==> src/shared/ood_pkg.sv <==
// Constants, field layout, opcodes and types for the octal opcode decoder.
// Assumes a 24-bit word machine; fetch, addressing and storage sit outside.
// How it works
// - 77.64 stores A low twelve in page file
// - 77.65 loads A low twelve from page file
// - 77.66 copies A low three to operand state
// - 77.664 copies A low three to instruction state
// - 77.67/77.674 read state registers into A
// - 77.70 halts on switch, 77.77 always halts
// - Set float/decimal fault, interrupt control off/on
// - 77.634 copies A low six to condition register
// - 77.54 copies A low three to channel index
// - Major 30 adds word, 32 adds double word
// - 67.0 adds field A into field C
// - 55.6 A to upper E, 55.7 AQ to E
// - 53.b4 adds index register b to A
// - 53.04 adds Q to A
// - 03.4-7 jump on A versus Q compare
// - 17.6/17.4 AND into A, 17.1-3 into index
// - 17.7/17.5 AND y into Q
// - 04.6/04.4 skip when A equals y
// - 05.6/05.4 skip when A not less than y
package ood_pkg;

  // ****************************************
  // Widths and field positions
  // ****************************************
  localparam int WORD_W = 24; // Data word
  localparam int ADDR_W = 15; // Address, y operand, index registers
  localparam int PAGE_W = 12; // Page file entry
  localparam int PAGE_DEPTH = 64; // Page file entries
  localparam int PIDX_W = 6; // Page file index
  localparam int MAJ_LSB = 18;
  localparam int D1_LSB = 15;
  localparam int D2_LSB = 12;
  localparam int D3_LSB = 9;

  // ****************************************
  // Major codes (octal value in comment)
  // ****************************************
  localparam logic [5:0] MAJ_CJMP = 6'h03; // 03
  localparam logic [5:0] MAJ_SKEQ = 6'h04; // 04
  localparam logic [5:0] MAJ_SKGE = 6'h05; // 05
  localparam logic [5:0] MAJ_AND = 6'h0f; // 17
  localparam logic [5:0] MAJ_ADDW = 6'h18; // 30
  localparam logic [5:0] MAJ_ADDD = 6'h1a; // 32
  localparam logic [5:0] MAJ_RADD = 6'h2b; // 53
  localparam logic [5:0] MAJ_XFER = 6'h2d; // 55
  localparam logic [5:0] MAJ_CHAR = 6'h37; // 67
  localparam logic [5:0] MAJ_SYS = 6'h3f; // 77

  // ****************************************
  // Two-digit sub codes of major 77
  // ****************************************
  localparam logic [5:0] SUB_CHX = 6'h2c; // 54
  localparam logic [5:0] SUB_CR = 6'h33; // 63 with third digit 4
  localparam logic [5:0] SUB_STPE = 6'h34; // 64
  localparam logic [5:0] SUB_LDPE = 6'h35; // 65
  localparam logic [5:0] SUB_WRST = 6'h36; // 66, 664
  localparam logic [5:0] SUB_RDST = 6'h37; // 67, 674
  localparam logic [5:0] SUB_SHLT = 6'h38; // 70
  localparam logic [5:0] SUB_FFLT = 6'h39; // 71
  localparam logic [5:0] SUB_DFLT = 6'h3a; // 72
  localparam logic [5:0] SUB_IOFF = 6'h3b; // 73
  localparam logic [5:0] SUB_ION = 6'h3c; // 74
  localparam logic [5:0] SUB_UHLT = 6'h3f; // 77
  localparam logic [2:0] D_FOUR = 3'h4; // Trailing digit 4
  localparam logic [2:0] D_ZERO = 3'h0;
  localparam logic [2:0] D_SIX = 3'h6;
  localparam logic [2:0] D_SEVEN = 3'h7;

  // ****************************************
  // Reset values
  // ****************************************
  localparam logic [WORD_W-1:0] RST_WORD = 24'h000000;
  localparam logic [ADDR_W-1:0] RST_ADDR = 15'h0000;
  localparam logic [2:0] RST_3 = 3'h0;
  localparam logic [5:0] RST_CR = 6'h00;
  localparam logic RST_INT = 1'b0; // Interrupt control off after reset

  // ****************************************
  // Types
  // ****************************************
  typedef struct packed {
    logic [5:0] major;
    logic [2:0] d1;
    logic [2:0] d2;
    logic [2:0] d3;
    logic [ADDR_W-1:0] y;
    logic [PIDX_W-1:0] w;
  } ood_fields_t;

  typedef enum logic [2:0] {
    ST_IDLE = 3'h1,
    ST_EXEC = 3'h2,
    ST_HALT = 3'h4
  } ood_state_t;

  typedef enum logic [4:0] {
    OP_NONE, OP_STORE_PAGE_ENTRY, OP_LOAD_PAGE_ENTRY, OP_WRITE_OPERAND_STATE,
    OP_WRITE_INSTRUCTION_STATE, OP_READ_OPERAND_STATE, OP_READ_INSTRUCTION_STATE,
    OP_SELECTIVE_HALT, OP_UNCONDITIONAL_HALT, OP_RAISE_FLOAT_FAULT,
    OP_RAISE_DECIMAL_FAULT, OP_INTERRUPT_CONTROL_OFF, OP_INTERRUPT_CONTROL_ON,
    OP_WRITE_CONDITION_REG, OP_WRITE_CHANNEL_INDEX, OP_ADD_WORD, OP_ADD_DOUBLE_WORD,
    OP_ADD_CHAR_FIELD, OP_ACC_TO_E_UPPER, OP_PAIR_TO_E, OP_ADD_INDEX_TO_ACC,
    OP_ADD_Q_TO_ACC, OP_COMPARE_JUMP_PAIR, OP_AND_ACC, OP_AND_INDEX, OP_AND_Q,
    OP_SKIP_IF_EQUAL, OP_SKIP_IF_NOT_LESS
  } ood_op_t;

endpackage

==> src/hdl/ood_decoder.sv <==
// Decode and execute stage for one slice of the instruction set.
// Assumes the fetch logic presents the instruction with its memory operands
// already read, and holds them until ready_q returns high.
`timescale 1ns/1ns
module ood_decoder (
  // Clock, reset, enable
  input wire logic mclk,
  input wire logic sys_rst,
  input wire logic ce,
  // Instruction and operands
  input wire logic instr_valid,
  input wire logic [23:0] instr_word,
  input wire logic [23:0] mem_word,
  input wire logic [23:0] mem_word_hi,
  input wire logic [23:0] fld_a,
  input wire logic [23:0] fld_c,
  // Console and fault clearing
  input wire logic sel_stop_sw,
  input wire logic restart,
  input wire logic float_fault_clr,
  input wire logic dec_fault_clr,
  // Handshake
  output logic ready_q,
  output logic done_q,
  output logic illegal_q,
  output logic halted_q,
  // Arithmetic registers
  output logic [23:0] a_q,
  output logic [23:0] q_q,
  output logic [47:0] e_q,
  output logic [14:0] idx1_q,
  output logic [14:0] idx2_q,
  output logic [14:0] idx3_q,
  output logic [14:0] p_q,
  // State registers and flags
  output logic [2:0] op_state_q,
  output logic [2:0] ins_state_q,
  output logic [5:0] cond_reg_q,
  output logic [2:0] chan_idx_q,
  output logic float_fault_q,
  output logic dec_fault_q,
  output logic int_ctl_q,
  // Character field result
  output logic [23:0] fld_c_sum_q,
  output logic fld_c_wr_q
);
  // ****************************************
  // Declarations
  // ****************************************
  ood_pkg::ood_state_t state_q; // Sequencer
  logic [23:0] ir_q; // Held instruction
  logic [23:0] mem_q; // Held operand M
  logic [23:0] mem_hi_q; // Held operand M+1
  logic [11:0] page_q [ood_pkg::PAGE_DEPTH]; // Page file, no reset
  ood_pkg::ood_fields_t f; // Field view of ir_q
  ood_pkg::ood_op_t op; // Decoded operation
  logic exec; // Execute cycle, enabled
  logic sext; // y is sign extended
  logic [23:0] y_full; // Widened y
  logic [5:0] pidx; // Page file index after offset
  logic [14:0] idx_sel; // Index register chosen by d1
  logic take_jump; // Compare jump condition
  logic take_skip; // Skip condition
  logic [47:0] pair_sum; // AQ plus double word
  // ****************************************
  // Field split and decode
  // ****************************************
  // Sub-digits overlap the address field on purpose; each op reads its own
  assign f.major = ir_q[ood_pkg::MAJ_LSB +: 6];
  assign f.d1 = ir_q[ood_pkg::D1_LSB +: 3];
  assign f.d2 = ir_q[ood_pkg::D2_LSB +: 3];
  assign f.d3 = ir_q[ood_pkg::D3_LSB +: 3];
  assign f.y = ir_q[ood_pkg::ADDR_W-1:0];
  assign f.w = ir_q[ood_pkg::PIDX_W-1:0];
  // Whole pattern is matched before any op is chosen
  always_comb begin
    op = ood_pkg::OP_NONE;
    case (f.major)
      ood_pkg::MAJ_SYS: begin
        case ({f.d1, f.d2})
          ood_pkg::SUB_STPE: op = ood_pkg::OP_STORE_PAGE_ENTRY;
          ood_pkg::SUB_LDPE: op = ood_pkg::OP_LOAD_PAGE_ENTRY;
          ood_pkg::SUB_WRST: begin
            // Third digit picks the instruction state over the operand state
            if (f.d3 == ood_pkg::D_FOUR) op = ood_pkg::OP_WRITE_INSTRUCTION_STATE;
            if (f.d3 == ood_pkg::D_ZERO) op = ood_pkg::OP_WRITE_OPERAND_STATE;
          end
          ood_pkg::SUB_RDST: begin
            if (f.d3 == ood_pkg::D_FOUR) op = ood_pkg::OP_READ_INSTRUCTION_STATE;
            if (f.d3 == ood_pkg::D_ZERO) op = ood_pkg::OP_READ_OPERAND_STATE;
          end
          // Plain 77.63 is another block's opcode
          ood_pkg::SUB_CR: if (f.d3 == ood_pkg::D_FOUR) op = ood_pkg::OP_WRITE_CONDITION_REG;
          ood_pkg::SUB_CHX: op = ood_pkg::OP_WRITE_CHANNEL_INDEX;
          ood_pkg::SUB_SHLT: op = ood_pkg::OP_SELECTIVE_HALT;
          ood_pkg::SUB_FFLT: op = ood_pkg::OP_RAISE_FLOAT_FAULT;
          ood_pkg::SUB_DFLT: op = ood_pkg::OP_RAISE_DECIMAL_FAULT;
          ood_pkg::SUB_IOFF: op = ood_pkg::OP_INTERRUPT_CONTROL_OFF;
          ood_pkg::SUB_ION: op = ood_pkg::OP_INTERRUPT_CONTROL_ON;
          ood_pkg::SUB_UHLT: op = ood_pkg::OP_UNCONDITIONAL_HALT;
          default: op = ood_pkg::OP_NONE;
        endcase
      end
      ood_pkg::MAJ_ADDW: op = ood_pkg::OP_ADD_WORD;
      ood_pkg::MAJ_ADDD: op = ood_pkg::OP_ADD_DOUBLE_WORD;
      ood_pkg::MAJ_CHAR: if (f.d1 == ood_pkg::D_ZERO) op = ood_pkg::OP_ADD_CHAR_FIELD;
      ood_pkg::MAJ_XFER: begin
        if (f.d1 == ood_pkg::D_SIX) op = ood_pkg::OP_ACC_TO_E_UPPER;
        if (f.d1 == ood_pkg::D_SEVEN) op = ood_pkg::OP_PAIR_TO_E;
      end
      ood_pkg::MAJ_RADD: begin
        // b of zero means Q, one to three an index register
        if (f.d2 == ood_pkg::D_FOUR && f.d1 == ood_pkg::D_ZERO) begin
          op = ood_pkg::OP_ADD_Q_TO_ACC;
        end else if (f.d2 == ood_pkg::D_FOUR && f.d1 < ood_pkg::D_FOUR) begin
          op = ood_pkg::OP_ADD_INDEX_TO_ACC;
        end
      end
      ood_pkg::MAJ_CJMP: if (f.d1[2]) op = ood_pkg::OP_COMPARE_JUMP_PAIR;
      ood_pkg::MAJ_AND: begin
        if (f.d1 == ood_pkg::D_SIX || f.d1 == ood_pkg::D_FOUR) begin
          op = ood_pkg::OP_AND_ACC;
        end else if (f.d1[2]) begin
          op = ood_pkg::OP_AND_Q;
        end else if (f.d1 != ood_pkg::D_ZERO) begin
          op = ood_pkg::OP_AND_INDEX;
        end
      end
      // Only the 4 and 6 forms of the skips belong here
      ood_pkg::MAJ_SKEQ: if (f.d1[2] && !f.d1[0]) op = ood_pkg::OP_SKIP_IF_EQUAL;
      ood_pkg::MAJ_SKGE: if (f.d1[2] && !f.d1[0]) op = ood_pkg::OP_SKIP_IF_NOT_LESS;
      default: op = ood_pkg::OP_NONE;
    endcase
  end
  // ****************************************
  // Operand shaping and conditions
  // ****************************************
  assign exec = ce && (state_q == ood_pkg::ST_EXEC);
  // Digits 4 and 5 ask for the extended form, 6 and 7 for the plain one
  assign sext = ~f.d1[1];
  assign y_full = sext ? {{9{f.y[14]}}, f.y} : {9'h000, f.y};
  assign pidx = f.w + idx2_q[5:0];
  assign pair_sum = {a_q, q_q} + {mem_q, mem_hi_q};
  // Index register named by the low two bits of d1
  always_comb begin
    case (f.d1[1:0])
      2'h1: idx_sel = idx1_q;
      2'h2: idx_sel = idx2_q;
      2'h3: idx_sel = idx3_q;
      default: idx_sel = ood_pkg::RST_ADDR;
    endcase
  end
  // Jump tests on A against Q, signed
  always_comb begin
    case (f.d1[1:0])
      2'h0: take_jump = (a_q == q_q);
      2'h1: take_jump = (a_q != q_q);
      2'h2: take_jump = ($signed(a_q) >= $signed(q_q));
      default: take_jump = ($signed(a_q) < $signed(q_q));
    endcase
  end
  assign take_skip = (op == ood_pkg::OP_SKIP_IF_EQUAL) ? (a_q == y_full) :
    ($signed(a_q) >= $signed(y_full));
  // ****************************************
  // Sequencer
  // ****************************************
  // One execute cycle per instruction keeps decode off the fetch path
  always_ff @(posedge mclk) begin
    if (sys_rst) begin
      state_q <= ood_pkg::ST_IDLE;
      ready_q <= 1'b1;
      done_q <= 1'b0;
      illegal_q <= 1'b0;
      halted_q <= 1'b0;
      ir_q <= ood_pkg::RST_WORD;
      mem_q <= ood_pkg::RST_WORD;
      mem_hi_q <= ood_pkg::RST_WORD;
    end else if (ce) begin
      done_q <= 1'b0;
      illegal_q <= 1'b0;
      case (state_q)
        ood_pkg::ST_IDLE: begin
          // Latch the whole instruction and operands M and M+1 together; fields A and C are not held
          if (instr_valid) begin
            ir_q <= instr_word;
            mem_q <= mem_word;
            mem_hi_q <= mem_word_hi;
            ready_q <= 1'b0;
            state_q <= ood_pkg::ST_EXEC;
          end
        end
        ood_pkg::ST_EXEC: begin
          done_q <= 1'b1;
          illegal_q <= (op == ood_pkg::OP_NONE);
          if (op == ood_pkg::OP_UNCONDITIONAL_HALT ||
              (op == ood_pkg::OP_SELECTIVE_HALT && sel_stop_sw)) begin
            halted_q <= 1'b1;
            state_q <= ood_pkg::ST_HALT;
          end else begin
            ready_q <= 1'b1;
            state_q <= ood_pkg::ST_IDLE;
          end
        end
        ood_pkg::ST_HALT: begin
          // Restart resumes fetch; P already points past the stop
          if (restart) begin
            halted_q <= 1'b0;
            ready_q <= 1'b1;
            state_q <= ood_pkg::ST_IDLE;
          end
        end
        default: begin
          state_q <= ood_pkg::ST_IDLE;
          ready_q <= 1'b1;
        end
      endcase
    end
  end
  // ****************************************
  // Program counter
  // ****************************************
  // Advanced at execute, so a stop resumes at P + 1
  always_ff @(posedge mclk) begin
    if (sys_rst) begin
      p_q <= ood_pkg::RST_ADDR;
    end else if (exec) begin
      if (op == ood_pkg::OP_COMPARE_JUMP_PAIR && take_jump) begin
        p_q <= f.y;
      end else if ((op == ood_pkg::OP_SKIP_IF_EQUAL ||
                    op == ood_pkg::OP_SKIP_IF_NOT_LESS) && take_skip) begin
        p_q <= p_q + 15'h0002;
      end else begin
        p_q <= p_q + 15'h0001;
      end
    end
  end
  // ****************************************
  // Accumulator and Q
  // ****************************************
  // Narrow transfers into A leave its other bits alone
  always_ff @(posedge mclk) begin
    if (sys_rst) begin
      a_q <= ood_pkg::RST_WORD;
      q_q <= ood_pkg::RST_WORD;
    end else if (exec) begin
      case (op)
        ood_pkg::OP_LOAD_PAGE_ENTRY: a_q[11:0] <= page_q[pidx];
        ood_pkg::OP_READ_OPERAND_STATE: a_q[2:0] <= op_state_q;
        ood_pkg::OP_READ_INSTRUCTION_STATE: a_q[2:0] <= ins_state_q;
        ood_pkg::OP_ADD_WORD: a_q <= a_q + mem_q;
        ood_pkg::OP_ADD_DOUBLE_WORD: begin
          a_q <= pair_sum[47:24];
          q_q <= pair_sum[23:0];
        end
        ood_pkg::OP_ADD_INDEX_TO_ACC: a_q <= a_q + {9'h000, idx_sel};
        ood_pkg::OP_ADD_Q_TO_ACC: a_q <= a_q + q_q;
        ood_pkg::OP_AND_ACC: a_q <= a_q & y_full;
        ood_pkg::OP_AND_Q: q_q <= q_q & y_full;
        default: a_q <= a_q;
      endcase
    end
  end
  // ****************************************
  // E register
  // ****************************************
  always_ff @(posedge mclk) begin
    if (sys_rst) begin
      e_q <= {ood_pkg::RST_WORD, ood_pkg::RST_WORD};
    end else if (exec) begin
      if (op == ood_pkg::OP_ACC_TO_E_UPPER) begin
        e_q[47:24] <= a_q;
      end else if (op == ood_pkg::OP_PAIR_TO_E) begin
        e_q <= {a_q, q_q};
      end
    end
  end
  // ****************************************
  // Index registers
  // ****************************************
  // Only the AND form writes index registers here
  always_ff @(posedge mclk) begin
    if (sys_rst) begin
      idx1_q <= ood_pkg::RST_ADDR;
      idx2_q <= ood_pkg::RST_ADDR;
      idx3_q <= ood_pkg::RST_ADDR;
    end else if (exec && op == ood_pkg::OP_AND_INDEX) begin
      case (f.d1[1:0])
        2'h1: idx1_q <= idx1_q & f.y;
        2'h2: idx2_q <= idx2_q & f.y;
        default: idx3_q <= idx3_q & f.y;
      endcase
    end
  end
  // ****************************************
  // Page file
  // ****************************************
  // Contents are undefined until software writes them
  always_ff @(posedge mclk) begin
    if (exec && op == ood_pkg::OP_STORE_PAGE_ENTRY) begin
      page_q[pidx] <= a_q[11:0];
    end
  end
  // ****************************************
  // State, condition and channel registers
  // ****************************************
  always_ff @(posedge mclk) begin
    if (sys_rst) begin
      op_state_q <= ood_pkg::RST_3;
      ins_state_q <= ood_pkg::RST_3;
      cond_reg_q <= ood_pkg::RST_CR;
      chan_idx_q <= ood_pkg::RST_3;
    end else if (exec) begin
      case (op)
        ood_pkg::OP_WRITE_OPERAND_STATE: op_state_q <= a_q[2:0];
        ood_pkg::OP_WRITE_INSTRUCTION_STATE: ins_state_q <= a_q[2:0];
        ood_pkg::OP_WRITE_CONDITION_REG: cond_reg_q <= a_q[5:0];
        ood_pkg::OP_WRITE_CHANNEL_INDEX: chan_idx_q <= a_q[2:0];
        default: chan_idx_q <= chan_idx_q;
      endcase
    end
  end
  // ****************************************
  // Faults and interrupt control
  // ****************************************
  // A set in the same cycle as a clear wins, so no fault is lost
  always_ff @(posedge mclk) begin
    if (sys_rst) begin
      float_fault_q <= 1'b0;
      dec_fault_q <= 1'b0;
      int_ctl_q <= ood_pkg::RST_INT;
    end else if (ce) begin
      if (exec && op == ood_pkg::OP_RAISE_FLOAT_FAULT) begin
        float_fault_q <= 1'b1;
      end else if (float_fault_clr) begin
        float_fault_q <= 1'b0;
      end
      if (exec && op == ood_pkg::OP_RAISE_DECIMAL_FAULT) begin
        dec_fault_q <= 1'b1;
      end else if (dec_fault_clr) begin
        dec_fault_q <= 1'b0;
      end
      if (exec && op == ood_pkg::OP_INTERRUPT_CONTROL_OFF) begin
        int_ctl_q <= 1'b0;
      end else if (exec && op == ood_pkg::OP_INTERRUPT_CONTROL_ON) begin
        int_ctl_q <= 1'b1;
      end
    end
  end
  // ****************************************
  // Character field add
  // ****************************************
  // Fields arrive as binary words; storing field C back is left outside
  always_ff @(posedge mclk) begin
    if (sys_rst) begin
      fld_c_sum_q <= ood_pkg::RST_WORD;
      fld_c_wr_q <= 1'b0;
    end else if (ce) begin
      fld_c_wr_q <= exec && (op == ood_pkg::OP_ADD_CHAR_FIELD);
      if (exec && op == ood_pkg::OP_ADD_CHAR_FIELD) begin
        fld_c_sum_q <= fld_a + fld_c;
      end
    end
  end
endmodule // ood_decoder

==> config.mk <==
export PLATFORM = sky130hd
export DESIGN_NAME = ood_decoder
export DESIGN_NICKNAME = d
export VERILOG_FILES = /design/src/shared/ood_pkg.sv /design/src/hdl/ood_decoder.sv
export SDC_FILE = /design/constraint.sdc
export NUM_CORES = 2
export LEC_CHECK = 0
export BUFFER_PORTS_ARGS = -buffer_cell sky130_fd_sc_hd__buf_4
export CAP_MARGIN = 25
export CORE_ASPECT_RATIO = 1.5
export CORE_MARGIN = 2
export CORE_UTILIZATION = 50
export CTS_CLUSTER_SIZE = 16
export DETAILED_ROUTE_END_ITERATION = 16
export GPL_TIMING_DRIVEN = 0
export PLACE_DENSITY = 0.68
export SYNTH_ARGS = -nofsm -noshare
export SYNTH_HDL_FRONTEND = slang
export SYNTH_SLANG_ARGS = --single-unit
==> constraint.sdc <==
create_clock -name mclk -period 5.43 [get_ports mclk]
set_input_delay 0 -clock mclk [delete_from_list [all_inputs] [get_ports mclk]]
set_output_delay 0 -clock mclk [all_outputs]
set_load 0.02 [all_outputs]
==> results.md <==
Status:
- The flow ran to the end, but the final reports show violations.
- The final reports fail on setup timing.

GRT:
- Global routing used around 44% of the available tracks across all layers.
- The met1 track utilization from global routing is 48.10%.
- The initial antenna violation count is 12.
- The via count of the first global-routing pass was between 40000 and 50000.
- The layer flagged by global routing as most heavily used is met2.
- The first global-routing pass estimated roughly 310000 um of wire.
- Entering global routing, the biggest net connects 75 pins.
- Global routing used about 71% of the available met2 tracks.
- The met3 layer usage reported by global route is about 11%.
- Summed over all layers, the global routing overflow is 0.

Detailed routing:
- The per-cell via count in the routed design is 6.582.
- Once detail routing completed, the nets flagged for antenna violations numbered 0.
- The per-cell routed wire length is ~35 um.
- Across all layers, the routed design uses 42648 vias.
- The number of violations reported at the end of detailed-routing iteration 0 is between 5000 and 6000.
- The remaining design rule violation count is 0.
- The number of iterations in the first detailed-routing pass is 8.
- For this block, the routed nets add up to 224900 um of wire.

STA:
- The final-report hold violation count was 0.
- Setup violations remaining at the end of the flow were counted as 8.
- The final number of max-transition violations is 0.
- Timing would allow up to between 150 and 200 MHz.
- In this run the tightest slew margin relative to its limit is roughly a quarter.
- The setup slack after layout is -0.1185 ns.
- Setup repair after global routing could not meet its margin everywhere.
- Adding up every negative setup slack in the final design gives -0.3974 ns.
- Across the routed clock network, the largest skew measured is around 0.046 ns.
- The final critical delay including setup and external delays is between 5 and 6 ns.
- The slew of the pin with the lowest slew margin is 1.143 ns.
- The final clock period utilization by the worst path is 102.2%.

Synth:
- The number of different library cells in the post-synthesis netlist is around 100.
- For this run, the number of Yosys warnings is 0.
- The area of the mapped netlist is between 40000 and 50000 um2.
- For this run, the register share of the synthesized area comes to 57.92%.
- Counting flops and latches in the post-synthesis netlist gives between 1000 and 1500.
- For this run, asynchronously set or reset flops after synthesis account for 0%.
- The synthesized area per cell is about 11 um2.
- Synthesis handed over a netlist of 4362 instances.
- In this run, synthesis inferred 768 flip-flops with an integrated enable.
- The most used flip-flop cell after synthesis is sky130_fd_sc_hd__edfxtp_1.
- Synthesis produced a netlist with a net count of 4690.

Cells and area:
- For this run, the post-layout net count is 5424.
- The library cells used most frequently in the layout, excluding fill and tap cells, are sky130_fd_sc_hd__edfxtp_1 (768), sky130_fd_sc_hd__nand2_1 (644), sky130_fd_sc_hd__a21oi_1 (402).
- Leaving out fill and tap cells, the most frequent cell in the layout is sky130_fd_sc_hd__edfxtp_1.
- After the flow finishes, the layout carries non-filler instances totaling roughly 6500.
- The growth of design area from synthesis to finish is 23.26%.
- The ratio of cells with drive above 1 in the final layout is between 15 and 20%.

Clock network:
- The H-tree was split into 3 levels.
- The number of setup buffers added after CTS is 0.
- After clock tree synthesis, the clock-pin slew on the worst setup and hold paths is approximately 0.07 ns.
- The library cell used as clock root buffer is sky130_fd_sc_hd__clkbuf_16.
- At the later pin of the worst-skew pair, clock insertion delay measures between 0.7 and 0.8 ns.
- In this run, CTS created clock tree buffers numbering about 100.
- The clock tree from TritonCTS is done.
- The sink count of the clock tree is approximately 1000.
- The maximum clock insertion buffer count is 3.

Critical path:
- The endpoint identified for the worst register-to-register timing path is a_q[9]$_SDFFE_PP0P_.
- Across all register-to-register paths, the minimum setup slack is -0.12 ns.
- The beginning of the worst register-to-register path is ir_q[0]$_SDFFE_PP0P_.
- The critical path in this run is classified as reg -> reg.
- The highest fanout seen on the critical path is 10.
- The worst setup path is launched from a flip-flop.
- At the worst endpoint, the arrival time is between 6 and 7 ns.
- Measured in cells, the most critical reg-to-reg path has a length of 14.
- The endpoint class of the critical path is a flip-flop.
- Data on the critical path is required at its endpoint by 6.01 ns.

Min path:
- In this run the worst hold path is classified as in -> reg.
- The path with the worst hold slack has its endpoint at mem_hi_q[3]$_SDFFE_PP0P_.
- The origin of the worst min-delay path is mem_word_hi[3].
- The worst hold path depth is 4.

Placement:
- The number of port buffers is 329.
- At the end of routability-driven placement, the weighted congestion stood at about 1.1.
- In this run, placement finished with an instance count of slightly above 6000.
- The wire-length estimate of the detail-placed layout is 165800 um.

Flow run:
- Max-cap violations in this run came to 0.

Die:
- The floorplan die width is 260.7 um.
- From bottom edge to top edge, the die measures around 390 um.
- During I/O placement, the number of pins put on the boundary was 331.
- The core outline area is a little under 100000 um2.
- The cell row count is approximately 140.
- The total die area is around 100000 um2.
- The effective utilization at floorplan is approximately half.

Power and ir drop:
- The design draws approximately 18 mW.
- The power per standard cell area is between 200 and 300 nW/um2.
- VDD sags by at most between 0.2 and 0.25 mV.
- For this design the static power due to leakage is between 20 and 25 nW.
## flip-flops by register name, summed over array words and instances, names as in the netlist, 3 cells and up
register and cells:
page_q 768, e_q 48, a_q 24, fld_c_sum_q 24, ir_q 24, mem_hi_q 24, mem_q 24, q_q 24
idx1_q 15, idx2_q 15, idx3_q 15, p_q 15, cond_reg_q 6, chan_idx_q 3, ins_state_q 3, op_state_q 3
state_q 3
## layer usage
metal	vias to the layer above	wire, um
met5	-	23
li1	17841	-
met3	1036	23830
met2	3150	103800
met1	20617	71530
met4	4	25670
## kinds of logic after synthesis
logic type	Yosys count	share of synthesized area [%]
adder cells (fa/ha/maj)	201	5.175
multiplexers	179	5.003
buffers and inverters	359	2.813
AND/OR/NAND/NOR	1290	11.52
flip-flops	1046	57.92
XOR/XNOR	121	2.144
AO/OA/AOI/OAI	1166	15.42
## critical path, cell delays in order (launching register included)
cell,delay [ns]
sky130_fd_sc_hd__dfxtp_2,0.65
sky130_fd_sc_hd__ha_1,0.32
sky130_fd_sc_hd__fa_1,0.37
sky130_fd_sc_hd__xor2_1,0.39
sky130_fd_sc_hd__clkbuf_2,0.38
sky130_fd_sc_hd__clkbuf_4,0.47
sky130_fd_sc_hd__clkbuf_1,0.46
sky130_fd_sc_hd__buf_8,0.25
sky130_fd_sc_hd__mux2i_1,0.20
sky130_fd_sc_hd__o22ai_1,0.09
sky130_fd_sc_hd__a21oi_1,0.55
sky130_fd_sc_hd__o22ai_1,0.16
sky130_fd_sc_hd__nor4_1,0.75
sky130_fd_sc_hd__a211o_1,0.23
sky130_fd_sc_hd__a21oi_1,0.06
## Yosys cell counts, types with 48 or more instances
| master | n | area, um2 |
|---|---|---|
| sky130_fd_sc_hd__a21o_1 | 70 | 525.5 |
| sky130_fd_sc_hd__a21oi_1 | 405 | 2027 |
| sky130_fd_sc_hd__a221oi_1 | 54 | 473.0 |
| sky130_fd_sc_hd__a31oi_1 | 63 | 394.1 |
| sky130_fd_sc_hd__clkbuf_1 | 200 | 750.7 |
| sky130_fd_sc_hd__dfxtp_1 | 278 | 5565 |
| sky130_fd_sc_hd__edfxtp_1 | 768 | 23060 |
| sky130_fd_sc_hd__ha_1 | 194 | 2427 |
| sky130_fd_sc_hd__inv_1 | 93 | 349.1 |
| sky130_fd_sc_hd__mux2i_1 | 114 | 1141 |
| sky130_fd_sc_hd__mux4_2 | 53 | 1194 |
| sky130_fd_sc_hd__nand2_1 | 645 | 2421 |
| sky130_fd_sc_hd__nand3_1 | 101 | 505.5 |
| sky130_fd_sc_hd__nor2_1 | 288 | 1081 |
| sky130_fd_sc_hd__nor3_1 | 48 | 240.2 |
| sky130_fd_sc_hd__o21ai_0 | 161 | 805.8 |
| sky130_fd_sc_hd__o22ai_1 | 73 | 456.7 |
| sky130_fd_sc_hd__xnor2_1 | 74 | 648.1 |
## repair_timing
item | 4_1_cts | 5_1_grt
cloned | 0 | 0
endpoints found under the setup margin | 358 | 160
endpoints found under the hold margin | 107 | 0
hold buffers | 166 | 0
pin swaps | 2 | 1
gates resized for setup | 85 | 28
## power by group
part,switching (mW),internal [mW],leakage (nW)
Clock,3.34,4.12,1.63
Combinational,1.01,0.564,12.0
Sequential,0.0438,8.48,8.15
Total,4.39,13.2,21.8
## how the worst max path moves through the flow
stage	startpoint	end	cells after the start
6_report	ir_q[0]$_SDFFE_PP0P_	a_q[9]$_SDFFE_PP0P_	14
5_1_grt	ir_q[0]$_SDFFE_PP0P_	a_q[3]$_SDFFE_PP0P_	14
4_1_cts	ir_q[0]$_SDFFE_PP0P_	a_q[4]$_SDFFE_PP0P_	16
3_5_place_dp	ir_q[0]$_SDFFE_PP0P_	a_q[3]$_SDFFE_PP0P_	15
3_3_place_gp	ir_q[0]$_SDFFE_PP0P_	page_q[30][6]$_DFFE_PP_	9
2_1_floorplan	a_q[1]$_SDFFE_PP0P_	p_q[8]$_SDFFE_PP0P_	13
## area by class of cell
cell class / instances / area, um2
Clock inverter: 68 / 858.3
Inverter: 94 / 352.8
Antenna cell: 11 / 27.53
Clock buffer: 118 / 2580
Tap cell: 1287 / 1610
Buffer: 254 / 1122
Sequential cell: 1046 / 28670
Timing Repair Buffer: 644 / 6087
Fill cell: 7856 / 37350
Multi-Input combinational cell: 2957 / 19610
## stage by stage
step                instance area, um2  hold WS (ns)  util [%]  setup WS, ns
floorplan                        49420        0.1360         -         1.065
global placement                 53500        0.2486     54.45        -2.880
detailed placement               55510        0.2557     56.49        -1.738
CTS                              60820       0.03511     61.90     -0.006763
global route                     60890       0.07946     61.97      -0.02425
finish                           60920       0.05481     62.00       -0.1185
Note: power is estimated with default switching activity, not from simulation.
